### src/pkg/uoc_cfg.svh
// Purpose: constants for the otg session and role control block
// Assumes: 25 MHz core clock, AXI4-Lite register access
// Notes: offsets are byte addresses, fields are bit positions
`ifndef UOC_CFG_SVH
`define UOC_CFG_SVH
`define UOC_CLK_HZ 25000000
// register byte offsets
`define UOC_OFF_CTRL 12'h000
`define UOC_OFF_STAT 12'h004
`define UOC_OFF_LATCH 12'h008
`define UOC_OFF_ENFALL 12'h00C
`define UOC_OFF_ENRISE 12'h010
`define UOC_OFF_TIMER 12'h014
`define UOC_OFF_PEVT 12'h018
`define UOC_OFF_PEVTEN 12'h01C
// control fields
`define UOC_CTL_PULLUP 0
`define UOC_CTL_DISCHG 5
`define UOC_CTL_CHARGE 6
`define UOC_CTL_SRPGO 8
`define UOC_CTL_BUSDRV 9
`define UOC_CTL_DRVRST 11
`define UOC_CTL_HNPGO 12
// status fields
`define UOC_ST_PLUG 0
`define UOC_ST_SVALID 1
`define UOC_ST_DPPULSE 2
`define UOC_ST_IDLE3 3
`define UOC_ST_HOST 4
`define UOC_ST_SEND 7
`define UOC_ST_SE0 8
`define UOC_ST_SRPDONE 9
`define UOC_ST_SRPERR 10
`define UOC_ST_TMO 11
// latch bit of timer timeout
`define UOC_LT_TMO 4
// peripheral event suspend flag
`define UOC_PE_SUSP 0
// timing in microseconds, tick period in nanoseconds
`define UOC_PULSE_DP_US 7000
`define UOC_PULSE_VB_US 15000
`define UOC_DRAIN_US 30000
`define UOC_SRP_MAX_US 100000
`define UOC_IDLE_B_US 5000
`define UOC_IDLE_A_US 3000
`define UOC_SETTLE_US 30
`define UOC_TICK_NS 10000
`define UOC_US_CYC(us) (((us) * (`UOC_CLK_HZ / 1000000)))
`define UOC_TICK_CYC ((`UOC_TICK_NS * (`UOC_CLK_HZ / 1000000)) / 1000)
`endif

### src/pkg/uoc_pkg.sv
// Purpose: types for the otg session and role control block
// Assumes: nothing beyond the config header
// Notes: states only
package uoc_pkg;
  typedef enum logic [2:0] {
    UOC_SRP_IDLE, UOC_SRP_DP, UOC_SRP_VB, UOC_SRP_DRAIN
  } uoc_srp_t;
  typedef enum logic [2:0] {
    UOC_HNP_IDLE, UOC_HNP_B_WAIT, UOC_HNP_B_SETTLE, UOC_HNP_A_SE0,
    UOC_HNP_A_PERI, UOC_HNP_A_SETTLE
  } uoc_hnp_t;
endpackage

### src/rtl/uoc_top.sv
// Purpose: otg dual-role session request and host hand-off control
// Assumes: line status pins asynchronous; software runs the otg sequence
// Notes: control register uses a set half (low 16) and clear half (high 16)
`timescale 1ns/1ns
`include "uoc_cfg.svh"

module uoc_top import uoc_pkg::*; #(
  parameter int unsigned DP_CYC = `UOC_US_CYC(`UOC_PULSE_DP_US),
  parameter int unsigned VB_CYC = `UOC_US_CYC(`UOC_PULSE_VB_US),
  parameter int unsigned DRAIN_CYC = `UOC_US_CYC(`UOC_DRAIN_US),
  parameter int unsigned SRPMAX_CYC = `UOC_US_CYC(`UOC_SRP_MAX_US),
  parameter int unsigned IDLEB_CYC = `UOC_US_CYC(`UOC_IDLE_B_US),
  parameter int unsigned IDLEA_CYC = `UOC_US_CYC(`UOC_IDLE_A_US),
  parameter int unsigned SETTLE_CYC = `UOC_US_CYC(`UOC_SETTLE_US),
  parameter int unsigned TICK_CYC = `UOC_TICK_CYC
) (
  // clock and reset
  input wire logic i_core_clk,
  input wire logic i_rst,
  // axi4-lite write
  input wire logic [11:0] i_awaddr,
  input wire logic i_awvalid,
  output logic o_awready,
  input wire logic [31:0] i_wdata,
  input wire logic [3:0] i_wstrb,
  input wire logic i_wvalid,
  output logic o_wready,
  output logic [1:0] o_bresp,
  output logic o_bvalid,
  input wire logic i_bready,
  // axi4-lite read
  input wire logic [11:0] i_araddr,
  input wire logic i_arvalid,
  output logic o_arready,
  output logic [31:0] o_rdata,
  output logic [1:0] o_rresp,
  output logic o_rvalid,
  input wire logic i_rready,
  // line and plug sense, asynchronous
  input wire logic i_plug_type_sense,
  input wire logic i_sess_valid,
  input wire logic i_sess_end,
  input wire logic i_line_dp,
  input wire logic i_line_dm,
  input wire logic i_bus_activity,
  // analog controls
  output logic o_data_plus_pull_up,
  output logic o_bus_power_charge,
  output logic o_bus_power_drain,
  output logic o_charge_pump_en,
  output logic o_bus_reset_drive,
  output logic o_host_role
);

  // synchronisers: stage one read only by stage two
  logic [5:0] sy1_r, sy2_r, prev_r;
  always_ff @(posedge i_core_clk or posedge i_rst) begin
    if (i_rst) begin
      sy1_r <= 6'h00;
      sy2_r <= 6'h00;
      prev_r <= 6'h00;
    end else begin
      sy1_r <= {i_bus_activity, i_line_dm, i_line_dp, i_sess_end,
                i_sess_valid, i_plug_type_sense};
      sy2_r <= sy1_r;
      prev_r <= sy2_r;
    end
  end
  wire plug_s = sy2_r[0];
  wire svalid_s = sy2_r[1];
  wire send_s = sy2_r[2];
  wire dp_s = sy2_r[3];
  wire dm_s = sy2_r[4];
  wire act_s = sy2_r[5];
  wire se0_s = !dp_s && !dm_s;
  wire j_s = dp_s && !dm_s;
  wire is_a = !plug_s;
  wire dp_rise = dp_s && !prev_r[3];

  // registers
  logic [15:0] ctrl_r, latch_r, enf_r, enr_r, pevt_r, pevten_r;
  logic [31:0] tmr_load_r, tmr_cnt_r;
  logic tmo_r, srp_done_r, srp_err_r, host_r, pup_hw_r, pup_hw_on_r;
  logic idle3_r;

  // axi4-lite slave, one write and one read at a time
  logic aw_have_r, w_have_r;
  logic [11:0] aw_addr_r;
  logic [31:0] w_data_r;
  logic [3:0] w_strb_r;
  wire wr_go = aw_have_r && w_have_r && !o_bvalid;
  always_ff @(posedge i_core_clk or posedge i_rst) begin
    if (i_rst) begin
      aw_have_r <= 1'b0;
      w_have_r <= 1'b0;
      aw_addr_r <= 12'h000;
      w_data_r <= 32'h0000_0000;
      w_strb_r <= 4'h0;
      o_bvalid <= 1'b0;
    end else begin
      if (i_awvalid && o_awready) begin
        aw_have_r <= 1'b1;
        aw_addr_r <= i_awaddr;
      end
      if (i_wvalid && o_wready) begin
        w_have_r <= 1'b1;
        w_data_r <= i_wdata;
        w_strb_r <= i_wstrb;
      end
      if (wr_go) begin
        aw_have_r <= 1'b0;
        w_have_r <= 1'b0;
        o_bvalid <= 1'b1;
      end else if (o_bvalid && i_bready) begin
        o_bvalid <= 1'b0;
      end
    end
  end
  assign o_awready = !aw_have_r && !o_bvalid;
  assign o_wready = !w_have_r && !o_bvalid;
  assign o_bresp = 2'h0;
  wire [15:0] set_h = {{8{w_strb_r[1]}}, {8{w_strb_r[0]}}} & w_data_r[15:0];
  wire [15:0] clr_h = {{8{w_strb_r[3]}}, {8{w_strb_r[2]}}}
                      & w_data_r[31:16];
  function automatic logic [15:0] setclr(input logic [15:0] cur,
      input logic hit, input logic [15:0] s, input logic [15:0] c);
    setclr = hit ? ((cur & ~c) | s) : cur;
  endfunction
  wire wr_ctrl = wr_go && aw_addr_r == `UOC_OFF_CTRL;
  wire wr_latch = wr_go && aw_addr_r == `UOC_OFF_LATCH;
  wire wr_pevt = wr_go && aw_addr_r == `UOC_OFF_PEVT;

  // edge detection into latch; edges recorded only if enabled, timer timeout always
  logic [15:0] rise_v, fall_v, stat_v;
  always_comb begin
    stat_v = 16'h0000;
    stat_v[`UOC_ST_PLUG] = plug_s;
    stat_v[`UOC_ST_SVALID] = svalid_s;
    stat_v[`UOC_ST_DPPULSE] = dp_s && !o_data_plus_pull_up;
    stat_v[`UOC_ST_IDLE3] = idle3_r;
    stat_v[`UOC_ST_HOST] = host_r;
    stat_v[`UOC_ST_SEND] = send_s;
    stat_v[`UOC_ST_SE0] = se0_s;
    stat_v[`UOC_ST_SRPDONE] = srp_done_r;
    stat_v[`UOC_ST_SRPERR] = srp_err_r;
    stat_v[`UOC_ST_TMO] = tmo_r;
    rise_v = 16'h0000;
    fall_v = 16'h0000;
    rise_v[`UOC_ST_SVALID] = svalid_s && !prev_r[1];
    fall_v[`UOC_ST_SVALID] = !svalid_s && prev_r[1];
    rise_v[`UOC_ST_DPPULSE] = dp_rise && !o_data_plus_pull_up;
  end
  // set wins over clear for every latch bit
  always_ff @(posedge i_core_clk or posedge i_rst) begin
    if (i_rst) begin
      latch_r <= 16'h0000;
    end else begin
      latch_r <= setclr(latch_r, wr_latch, set_h, clr_h)
                 | (rise_v & enr_r) | (fall_v & enf_r)
                 | {11'h000, tmo_r, 4'h0};
    end
  end

  // enable registers
  always_ff @(posedge i_core_clk or posedge i_rst) begin
    if (i_rst) begin
      enf_r <= 16'h0000;
      enr_r <= 16'h0000;
      pevten_r <= 16'h0000;
    end else begin
      enf_r <= setclr(enf_r, wr_go && aw_addr_r == `UOC_OFF_ENFALL,
                      set_h, clr_h);
      enr_r <= setclr(enr_r, wr_go && aw_addr_r == `UOC_OFF_ENRISE,
                      set_h, clr_h);
      pevten_r <= setclr(pevten_r, wr_go && aw_addr_r == `UOC_OFF_PEVTEN,
                         set_h, clr_h);
    end
  end

  // control register: software bits, request bits self-clear
  uoc_srp_t srp_r;
  uoc_hnp_t hnp_r;
  always_ff @(posedge i_core_clk or posedge i_rst) begin
    if (i_rst) begin
      ctrl_r <= 16'h0000;
    end else begin
      ctrl_r <= setclr(ctrl_r, wr_ctrl, set_h, clr_h);
      if (!is_a) begin
        ctrl_r[`UOC_CTL_BUSDRV] <= 1'b0;
      end
      // one-cycle strobe: a refused request must not stay armed
      if (ctrl_r[`UOC_CTL_SRPGO]) begin
        ctrl_r[`UOC_CTL_SRPGO] <= 1'b0;
      end
      if (hnp_r != UOC_HNP_IDLE) begin
        ctrl_r[`UOC_CTL_HNPGO] <= 1'b0;
      end
    end
  end

  // 0.01 ms tick and programmable down timer
  logic [15:0] tick_r;
  wire tick = tick_r == 16'(TICK_CYC - 1);
  wire wr_tmr = wr_go && aw_addr_r == `UOC_OFF_TIMER;
  always_ff @(posedge i_core_clk or posedge i_rst) begin
    if (i_rst) begin
      tick_r <= 16'h0000;
      tmr_load_r <= 32'h0000_0000;
      tmr_cnt_r <= 32'h0000_0000;
      tmo_r <= 1'b0;
    end else begin
      tick_r <= tick ? 16'h0000 : tick_r + 16'h0001;
      tmo_r <= 1'b0;
      if (wr_tmr) begin
        tmr_load_r <= w_data_r;
        tmr_cnt_r <= w_data_r;
      end else if (tick && tmr_cnt_r != 32'h0000_0000) begin
        tmr_cnt_r <= tmr_cnt_r - 32'h0000_0001;
        tmo_r <= tmr_cnt_r == 32'h0000_0001;
      end
    end
  end

  // session request sequencer for the B role
  logic [31:0] srp_cnt_r, srp_tot_r;
  always_ff @(posedge i_core_clk or posedge i_rst) begin
    if (i_rst) begin
      srp_r <= UOC_SRP_IDLE;
      srp_cnt_r <= 32'h0000_0000;
      srp_tot_r <= 32'h0000_0000;
      srp_done_r <= 1'b0;
      srp_err_r <= 1'b0;
    end else begin
      srp_cnt_r <= srp_cnt_r + 32'h0000_0001;
      if (srp_r != UOC_SRP_IDLE) begin
        srp_tot_r <= srp_tot_r + 32'h0000_0001;
      end
      case (srp_r)
        UOC_SRP_IDLE: begin
          if (ctrl_r[`UOC_CTL_SRPGO] && !is_a) begin
            srp_done_r <= 1'b0;
            srp_err_r <= !(send_s && se0_s);
            srp_cnt_r <= 32'h0000_0000;
            srp_tot_r <= 32'h0000_0000;
            if (send_s && se0_s) begin
              srp_r <= UOC_SRP_DP;
            end
          end
        end
        UOC_SRP_DP: begin
          if (srp_cnt_r == DP_CYC - 1) begin
            srp_cnt_r <= 32'h0000_0000;
            srp_r <= UOC_SRP_VB;
          end
        end
        UOC_SRP_VB: begin
          if (srp_cnt_r == VB_CYC - 1) begin
            srp_cnt_r <= 32'h0000_0000;
            srp_err_r <= srp_tot_r >= SRPMAX_CYC;
            srp_done_r <= !ctrl_r[`UOC_CTL_DISCHG];
            srp_r <= ctrl_r[`UOC_CTL_DISCHG] ? UOC_SRP_DRAIN
                     : UOC_SRP_IDLE;
          end
        end
        UOC_SRP_DRAIN: begin
          if (srp_cnt_r == DRAIN_CYC - 1) begin
            srp_done_r <= 1'b1;
            srp_r <= UOC_SRP_IDLE;
          end
        end
        default: srp_r <= UOC_SRP_IDLE;
      endcase
    end
  end

  // bus idle counter, restarted by any activity
  logic [31:0] idle_r;
  always_ff @(posedge i_core_clk or posedge i_rst) begin
    if (i_rst) begin
      idle_r <= 32'h0000_0000;
      idle3_r <= 1'b0;
    end else begin
      idle_r <= (act_s || !se0_s && !j_s) ? 32'h0000_0000
                : idle_r + {31'h0, idle_r != 32'hFFFF_FFFF};
      idle3_r <= idle_r >= IDLEA_CYC;
    end
  end

  // host hand-off sequencer
  logic [31:0] hcnt_r;
  always_ff @(posedge i_core_clk or posedge i_rst) begin
    if (i_rst) begin
      hnp_r <= UOC_HNP_IDLE;
      hcnt_r <= 32'h0000_0000;
      pup_hw_r <= 1'b0;
      pup_hw_on_r <= 1'b0;
      host_r <= 1'b0;
    end else begin
      hcnt_r <= hcnt_r + 32'h0000_0001;
      case (hnp_r)
        UOC_HNP_IDLE: begin
          pup_hw_r <= 1'b0;
          // default role from the plug; A hosts once B connects
          host_r <= is_a && j_s;
          if (ctrl_r[`UOC_CTL_HNPGO]) begin
            // software sent the enable request and suspended the bus
            hnp_r <= is_a ? UOC_HNP_A_SE0 : UOC_HNP_B_WAIT;
          end
        end
        UOC_HNP_B_WAIT: begin
          pup_hw_r <= 1'b1;
          pup_hw_on_r <= 1'b1;
          if (idle_r > IDLEB_CYC) begin
            pup_hw_on_r <= 1'b0;
            hcnt_r <= 32'h0000_0000;
            hnp_r <= UOC_HNP_B_SETTLE;
          end
        end
        UOC_HNP_B_SETTLE: begin
          if (hcnt_r >= SETTLE_CYC && j_s) begin
            host_r <= 1'b1;
            hnp_r <= UOC_HNP_IDLE;
          end
        end
        UOC_HNP_A_SE0: begin
          if (se0_s) begin
            pup_hw_r <= 1'b1;
            pup_hw_on_r <= 1'b1;
            host_r <= 1'b0;
            hnp_r <= UOC_HNP_A_PERI;
          end
        end
        UOC_HNP_A_PERI: begin
          if (idle_r > IDLEA_CYC) begin
            pup_hw_on_r <= 1'b0;
            hcnt_r <= 32'h0000_0000;
            hnp_r <= UOC_HNP_A_SETTLE;
          end
        end
        UOC_HNP_A_SETTLE: begin
          if (hcnt_r >= SETTLE_CYC && j_s) begin
            host_r <= 1'b1;
            hnp_r <= UOC_HNP_IDLE;
          end
        end
        default: hnp_r <= UOC_HNP_IDLE;
      endcase
      if (!svalid_s && is_a && !ctrl_r[`UOC_CTL_BUSDRV]) begin
        hnp_r <= UOC_HNP_IDLE; // session over, both idle
      end
    end
  end

  // peripheral suspend flag toggles on entry to 3 ms idle
  logic idle3_d_r;
  always_ff @(posedge i_core_clk or posedge i_rst) begin
    if (i_rst) begin
      pevt_r <= 16'h0000;
      idle3_d_r <= 1'b0;
    end else begin
      idle3_d_r <= idle3_r;
      pevt_r <= setclr(pevt_r, wr_pevt, set_h, clr_h);
      if (!host_r && idle3_r && !idle3_d_r && pevten_r[`UOC_PE_SUSP]) begin
        pevt_r[`UOC_PE_SUSP] <= !pevt_r[`UOC_PE_SUSP];
      end
    end
  end

  // pin outputs, all registered
  always_ff @(posedge i_core_clk or posedge i_rst) begin
    if (i_rst) begin
      o_data_plus_pull_up <= 1'b0;
      o_bus_power_charge <= 1'b0;
      o_bus_power_drain <= 1'b0;
      o_charge_pump_en <= 1'b0;
      o_bus_reset_drive <= 1'b0;
      o_host_role <= 1'b0;
    end else begin
      o_data_plus_pull_up <= (srp_r == UOC_SRP_DP)
          || (pup_hw_r ? pup_hw_on_r : ctrl_r[`UOC_CTL_PULLUP]);
      o_bus_power_charge <= !is_a && (srp_r == UOC_SRP_VB);
      o_bus_power_drain <= srp_r == UOC_SRP_DRAIN;
      o_charge_pump_en <= is_a && ctrl_r[`UOC_CTL_BUSDRV];
      o_bus_reset_drive <= host_r && ctrl_r[`UOC_CTL_DRVRST];
      o_host_role <= host_r;
    end
  end

  // read channel
  logic [31:0] rd_v;
  always_comb begin
    case (i_araddr)
      `UOC_OFF_CTRL: rd_v = {16'h0000, ctrl_r};
      `UOC_OFF_STAT: rd_v = {16'h0000, stat_v};
      `UOC_OFF_LATCH: rd_v = {16'h0000, latch_r};
      `UOC_OFF_ENFALL: rd_v = {16'h0000, enf_r};
      `UOC_OFF_ENRISE: rd_v = {16'h0000, enr_r};
      `UOC_OFF_TIMER: rd_v = tmr_cnt_r;
      `UOC_OFF_PEVT: rd_v = {16'h0000, pevt_r};
      `UOC_OFF_PEVTEN: rd_v = {16'h0000, pevten_r};
      default: rd_v = 32'h0000_0000;
    endcase
  end
  always_ff @(posedge i_core_clk or posedge i_rst) begin
    if (i_rst) begin
      o_rvalid <= 1'b0;
      o_rdata <= 32'h0000_0000;
    end else if (i_arvalid && o_arready) begin
      o_rvalid <= 1'b1;
      o_rdata <= rd_v;
    end else if (o_rvalid && i_rready) begin
      o_rvalid <= 1'b0;
    end
  end
  assign o_arready = !o_rvalid;
  assign o_rresp = 2'h0;

endmodule // uoc_top

### config.mk
export PLATFORM = sky130hd
export DESIGN_NAME = uoc_top
export DESIGN_NICKNAME = d
export VERILOG_FILES = /design/src/pkg/uoc_pkg.sv /design/src/rtl/uoc_top.sv
export VERILOG_INCLUDE_DIRS = /design/src /design/src/pkg
export SDC_FILE = /design/constraint.sdc
export NUM_CORES = 1
export LEC_CHECK = 0
export BUFFER_PORTS_ARGS = -buffer_cell sky130_fd_sc_hd__buf_4
export CAP_MARGIN = 20
export CORE_ASPECT_RATIO = 0.6
export CORE_MARGIN = 5
export CORE_UTILIZATION = 50
export DETAILED_ROUTE_END_ITERATION = 8
export PLACE_DENSITY = 0.68
export SLEW_MARGIN = 20
export SYNTH_ARGS = -nofsm -noshare
export SYNTH_HDL_FRONTEND = slang
export SYNTH_SLANG_ARGS = --single-unit
### constraint.sdc
create_clock -name i_core_clk -period 17.2 [get_ports i_core_clk]
set_clock_uncertainty 0.2 [all_clocks]
set_input_delay 5.16 -clock i_core_clk [delete_from_list [all_inputs] [get_ports i_core_clk]]
set_output_delay 5.16 -clock i_core_clk [all_outputs]
set_load 0.005 [all_outputs]
==> metrics.txt <==
status=finished clean; most common flop cell mapped by yosys=dfrtp_1; pin count of the biggest net entering global routing=183; Clock Tree Root=clkbuf_16; post_cts resized=0; hpwl dp=32.5 mm; DR vias/cell=5.89; Multi-input gate area=0.00811 mm2; Leak=9.01 nW; Die Wd=257 um; Sw Pwr=0.712 mW; RSZ-0062 raised after global routing=no; critical path arrival=7.73 ns; CP Capture Type=flop; Final Non-Filler Cells=2442; final wirelength=47.4 mm; clk_lat worst skew=0.55 ns; Pins Over Slew Limit=0; Crit Path Max Fanout=22; min-delay worst type=reg -> reg; Nets=2021; clk buf depth=3; final setup violating endpoints=0; Core Area=0.0362 mm2; first-pass GRT wire length=76.9 mm; sequential share of power=0.471; Initial DRT Pass Iterations=8; most common cell after layout, fill and taps aside=dfrtp_1; period utilization=0.433; vias in the first global route=13900; syn avg cell area=9.86 um2; initial core utilization=0.505; cts bufs inserted=38; Placed Instances=2372; FFs w/ async S/R, synth=1.00; Yosys warning total=0; Gate power share=0.152; hold_buf cts=0; relative slew slack=0.289; Post-Route Setup TNS=0 ns; Site Rows=54; Syn-to-layout area delta=14.3%; count of state elements after synthesis=389; CP Data Required Time=17.48 ns; Final Hold Viols=0; Yosys top cell by area=dfrtp_1; Startpoint Class=input pin; Initial DRC Count=1503; Crit Path Class=in -> reg; most frequent cells in the layout=389 x dfrtp_1, 260 x o21ai_0, 188 x nand2_1, 175 x nor2_1, 126 x buf_4; grt ovf=0; PortBufs=115; Final GP Congestion=0.879; diodes inserted=0; sequential-to-total area share from yosys stat=0.533; Yosys cell types=79; min Tclk post-route=7.45 ns; IO Pins=120; Synth top area share=0.533; Synth area leaders=dfrtp_1 53%, o21ai_0 7.1%, nand2_1 3.9%; post-CTS setup buffers=0; Int Pwr=1.69 mW; Mapped Area=0.0183 mm2; actual slew at the worst max-slew pin=1.07 ns; clk sinks=389; Peak VDD IR=79.9 uV; routed len/inst=19.4 um; Reg clk slew, reported paths=0.07 ns; die area=0.0406 mm2; Syn Inst Count=1854; Reg area=0.00973 mm2; clock share of power=0.377; sw frac=0.297; fillers=3139; Fmax achieved=134 MHz; die height=158 um; share of layout cells above drive strength 1=0.139; initial antenna violation count=1; Vias=14400; CTS tree=yes; all-layer global routing usage=0.234; # DRC=0; number of synthesized flops with an enable pin=0; max_cap viols=0; post-route antenna net violation count=0; pwr/cell area=115 mW/mm2; CTS H-tree depth=2
power by group through the flow:
| stage | Clock, mW | Sequential, mW | Combinational (mW) |
|---|---|---|---|
| floorplan | 0 | 1.08 | 0.278 |
| global placement | 0 | 1.14 | 0.353 |
| detailed placement | 0 | 1.14 | 0.362 |
| CTS | 0.923 | 1.13 | 0.365 |
| global route | 0.961 | 1.14 | 0.407 |
| finish | 0.905 | 1.13 | 0.364 |
worst max-delay path, cell delays in order:
cell,delay [ns]
buf_4,0.11
nor4_1,0.62
and2_0,0.44
and3_1,0.88
a221oi_1,0.23
o21ai_0,0.14
a22o_1,0.15
synth_stat cells, drive strengths merged (3+ instances only):
cell    count
dfrtp     389
o21ai     285
nand2     190
nor2      175
nand3      98
xor2       71
clkbuf     70
xnor2      62
mux2       47
nor3       43
and3       34
nand4      34
nor4       34
inv        29
a21oi      23
or3        20
a22oi      19
buf        19
a222oi     17
and2       16
o211ai     14
or4        13
ha         12
o31ai      12
nor2b      11
or2         9
a22o        7
and4        7
mux2i       7
a221oi      6
a31oi       6
a211oi      5
nand3b      5
nand4b      5
nor4bb      5
a32oi       4
nor3b       4
o21a        4
and3b       3
nand2b      3
nor4b       3
or3b        3
area by class of cell:
| cell class | count | area share |
|---|---|---|
| timing repair buffer | 128 | 0.0468 |
| tap | 476 | 0.0285 |
| inverter | 29 | 0.00557 |
| clock inverter | 17 | 0.0109 |
| clock buffer | 53 | 0.0541 |
| sequential | 389 | 0.466 |
| multi-input combinational | 1350 | 0.388 |
metrics by stage:
stage	util	total power [mW]	hold WS, ns	area, um2	worst slack, ns
finish	0.577	2.40	0.152	20900	9.75
global route	0.577	2.51	0.154	20900	9.53
detailed placement	0.539	1.50	0.138	19500	9.08
global placement	0.539	1.49	0.133	19500	9.10
CTS	0.576	2.41	0.150	20900	9.66
floorplan	-	1.35	0.131	18300	1.03
path summary, 6_finish.rpt:
kind | start | end | slack [ns] | cells past startpoint
min in group asynchronous | i_rst | latch_r[14] | 4.58 | 2
max in group asynchronous | i_rst | host_r | 10.01 | 4
hold / removal | sy1_r[1] | sy2_r[1] | 0.15 | 0
setup / recovery | i_araddr[1] | o_rdata[6] | 9.75 | 7
hold reg to reg | sy1_r[1] | sy2_r[1] | 0.15 | 0
setup reg to reg | srp_cnt_r[0] | srp_cnt_r[2] | 13.90 | 7
logic make-up after synthesis:
kind of cell | after synthesis | synth area share
other | 1 | 0.000205
AO/OA/AOI/OAI | 428 | 0.139
buffers and inverters | 118 | 0.0257
XOR/XNOR | 133 | 0.0637
AND/OR/NAND/NOR | 719 | 0.198
adder cells (fa/ha/maj) | 12 | 0.00822
flip-flops | 389 | 0.533
multiplexers | 54 | 0.0328
flip-flops by register name, indices dropped and copies added, names as in the netlist, 2 cells and up:
| register | count |
|---|---|
| tick_r | 16 |
| pevten_r | 16 |
| pevt_r | 16 |
| prev_r | 2 |
| tmr_cnt_r | 32 |
| ctrl_r | 16 |
| o_rdata | 32 |
| w_strb_r | 4 |
| sy2_r | 6 |
| srp_cnt_r | 32 |
| enf_r | 16 |
| srp_r | 2 |
| latch_r | 16 |
| sy1_r | 6 |
| aw_addr_r | 12 |
| hnp_r | 3 |
| enr_r | 16 |
| hcnt_r | 32 |
| idle_r | 32 |
| srp_tot_r | 32 |
| w_data_r | 32 |
metal layers:
layer | global-route usage | up-vias | wire length, um
li1 | - | 6791 | -
met1 | 0.363 | 7046 | 22700
met2 | 0.317 | 487 | 18800
met3 | 0.0805 | 60 | 5110
met4 | 0.0465 | 2 | 673
met5 | 0 | - | 13
Power figures use the tool's default switching activity.
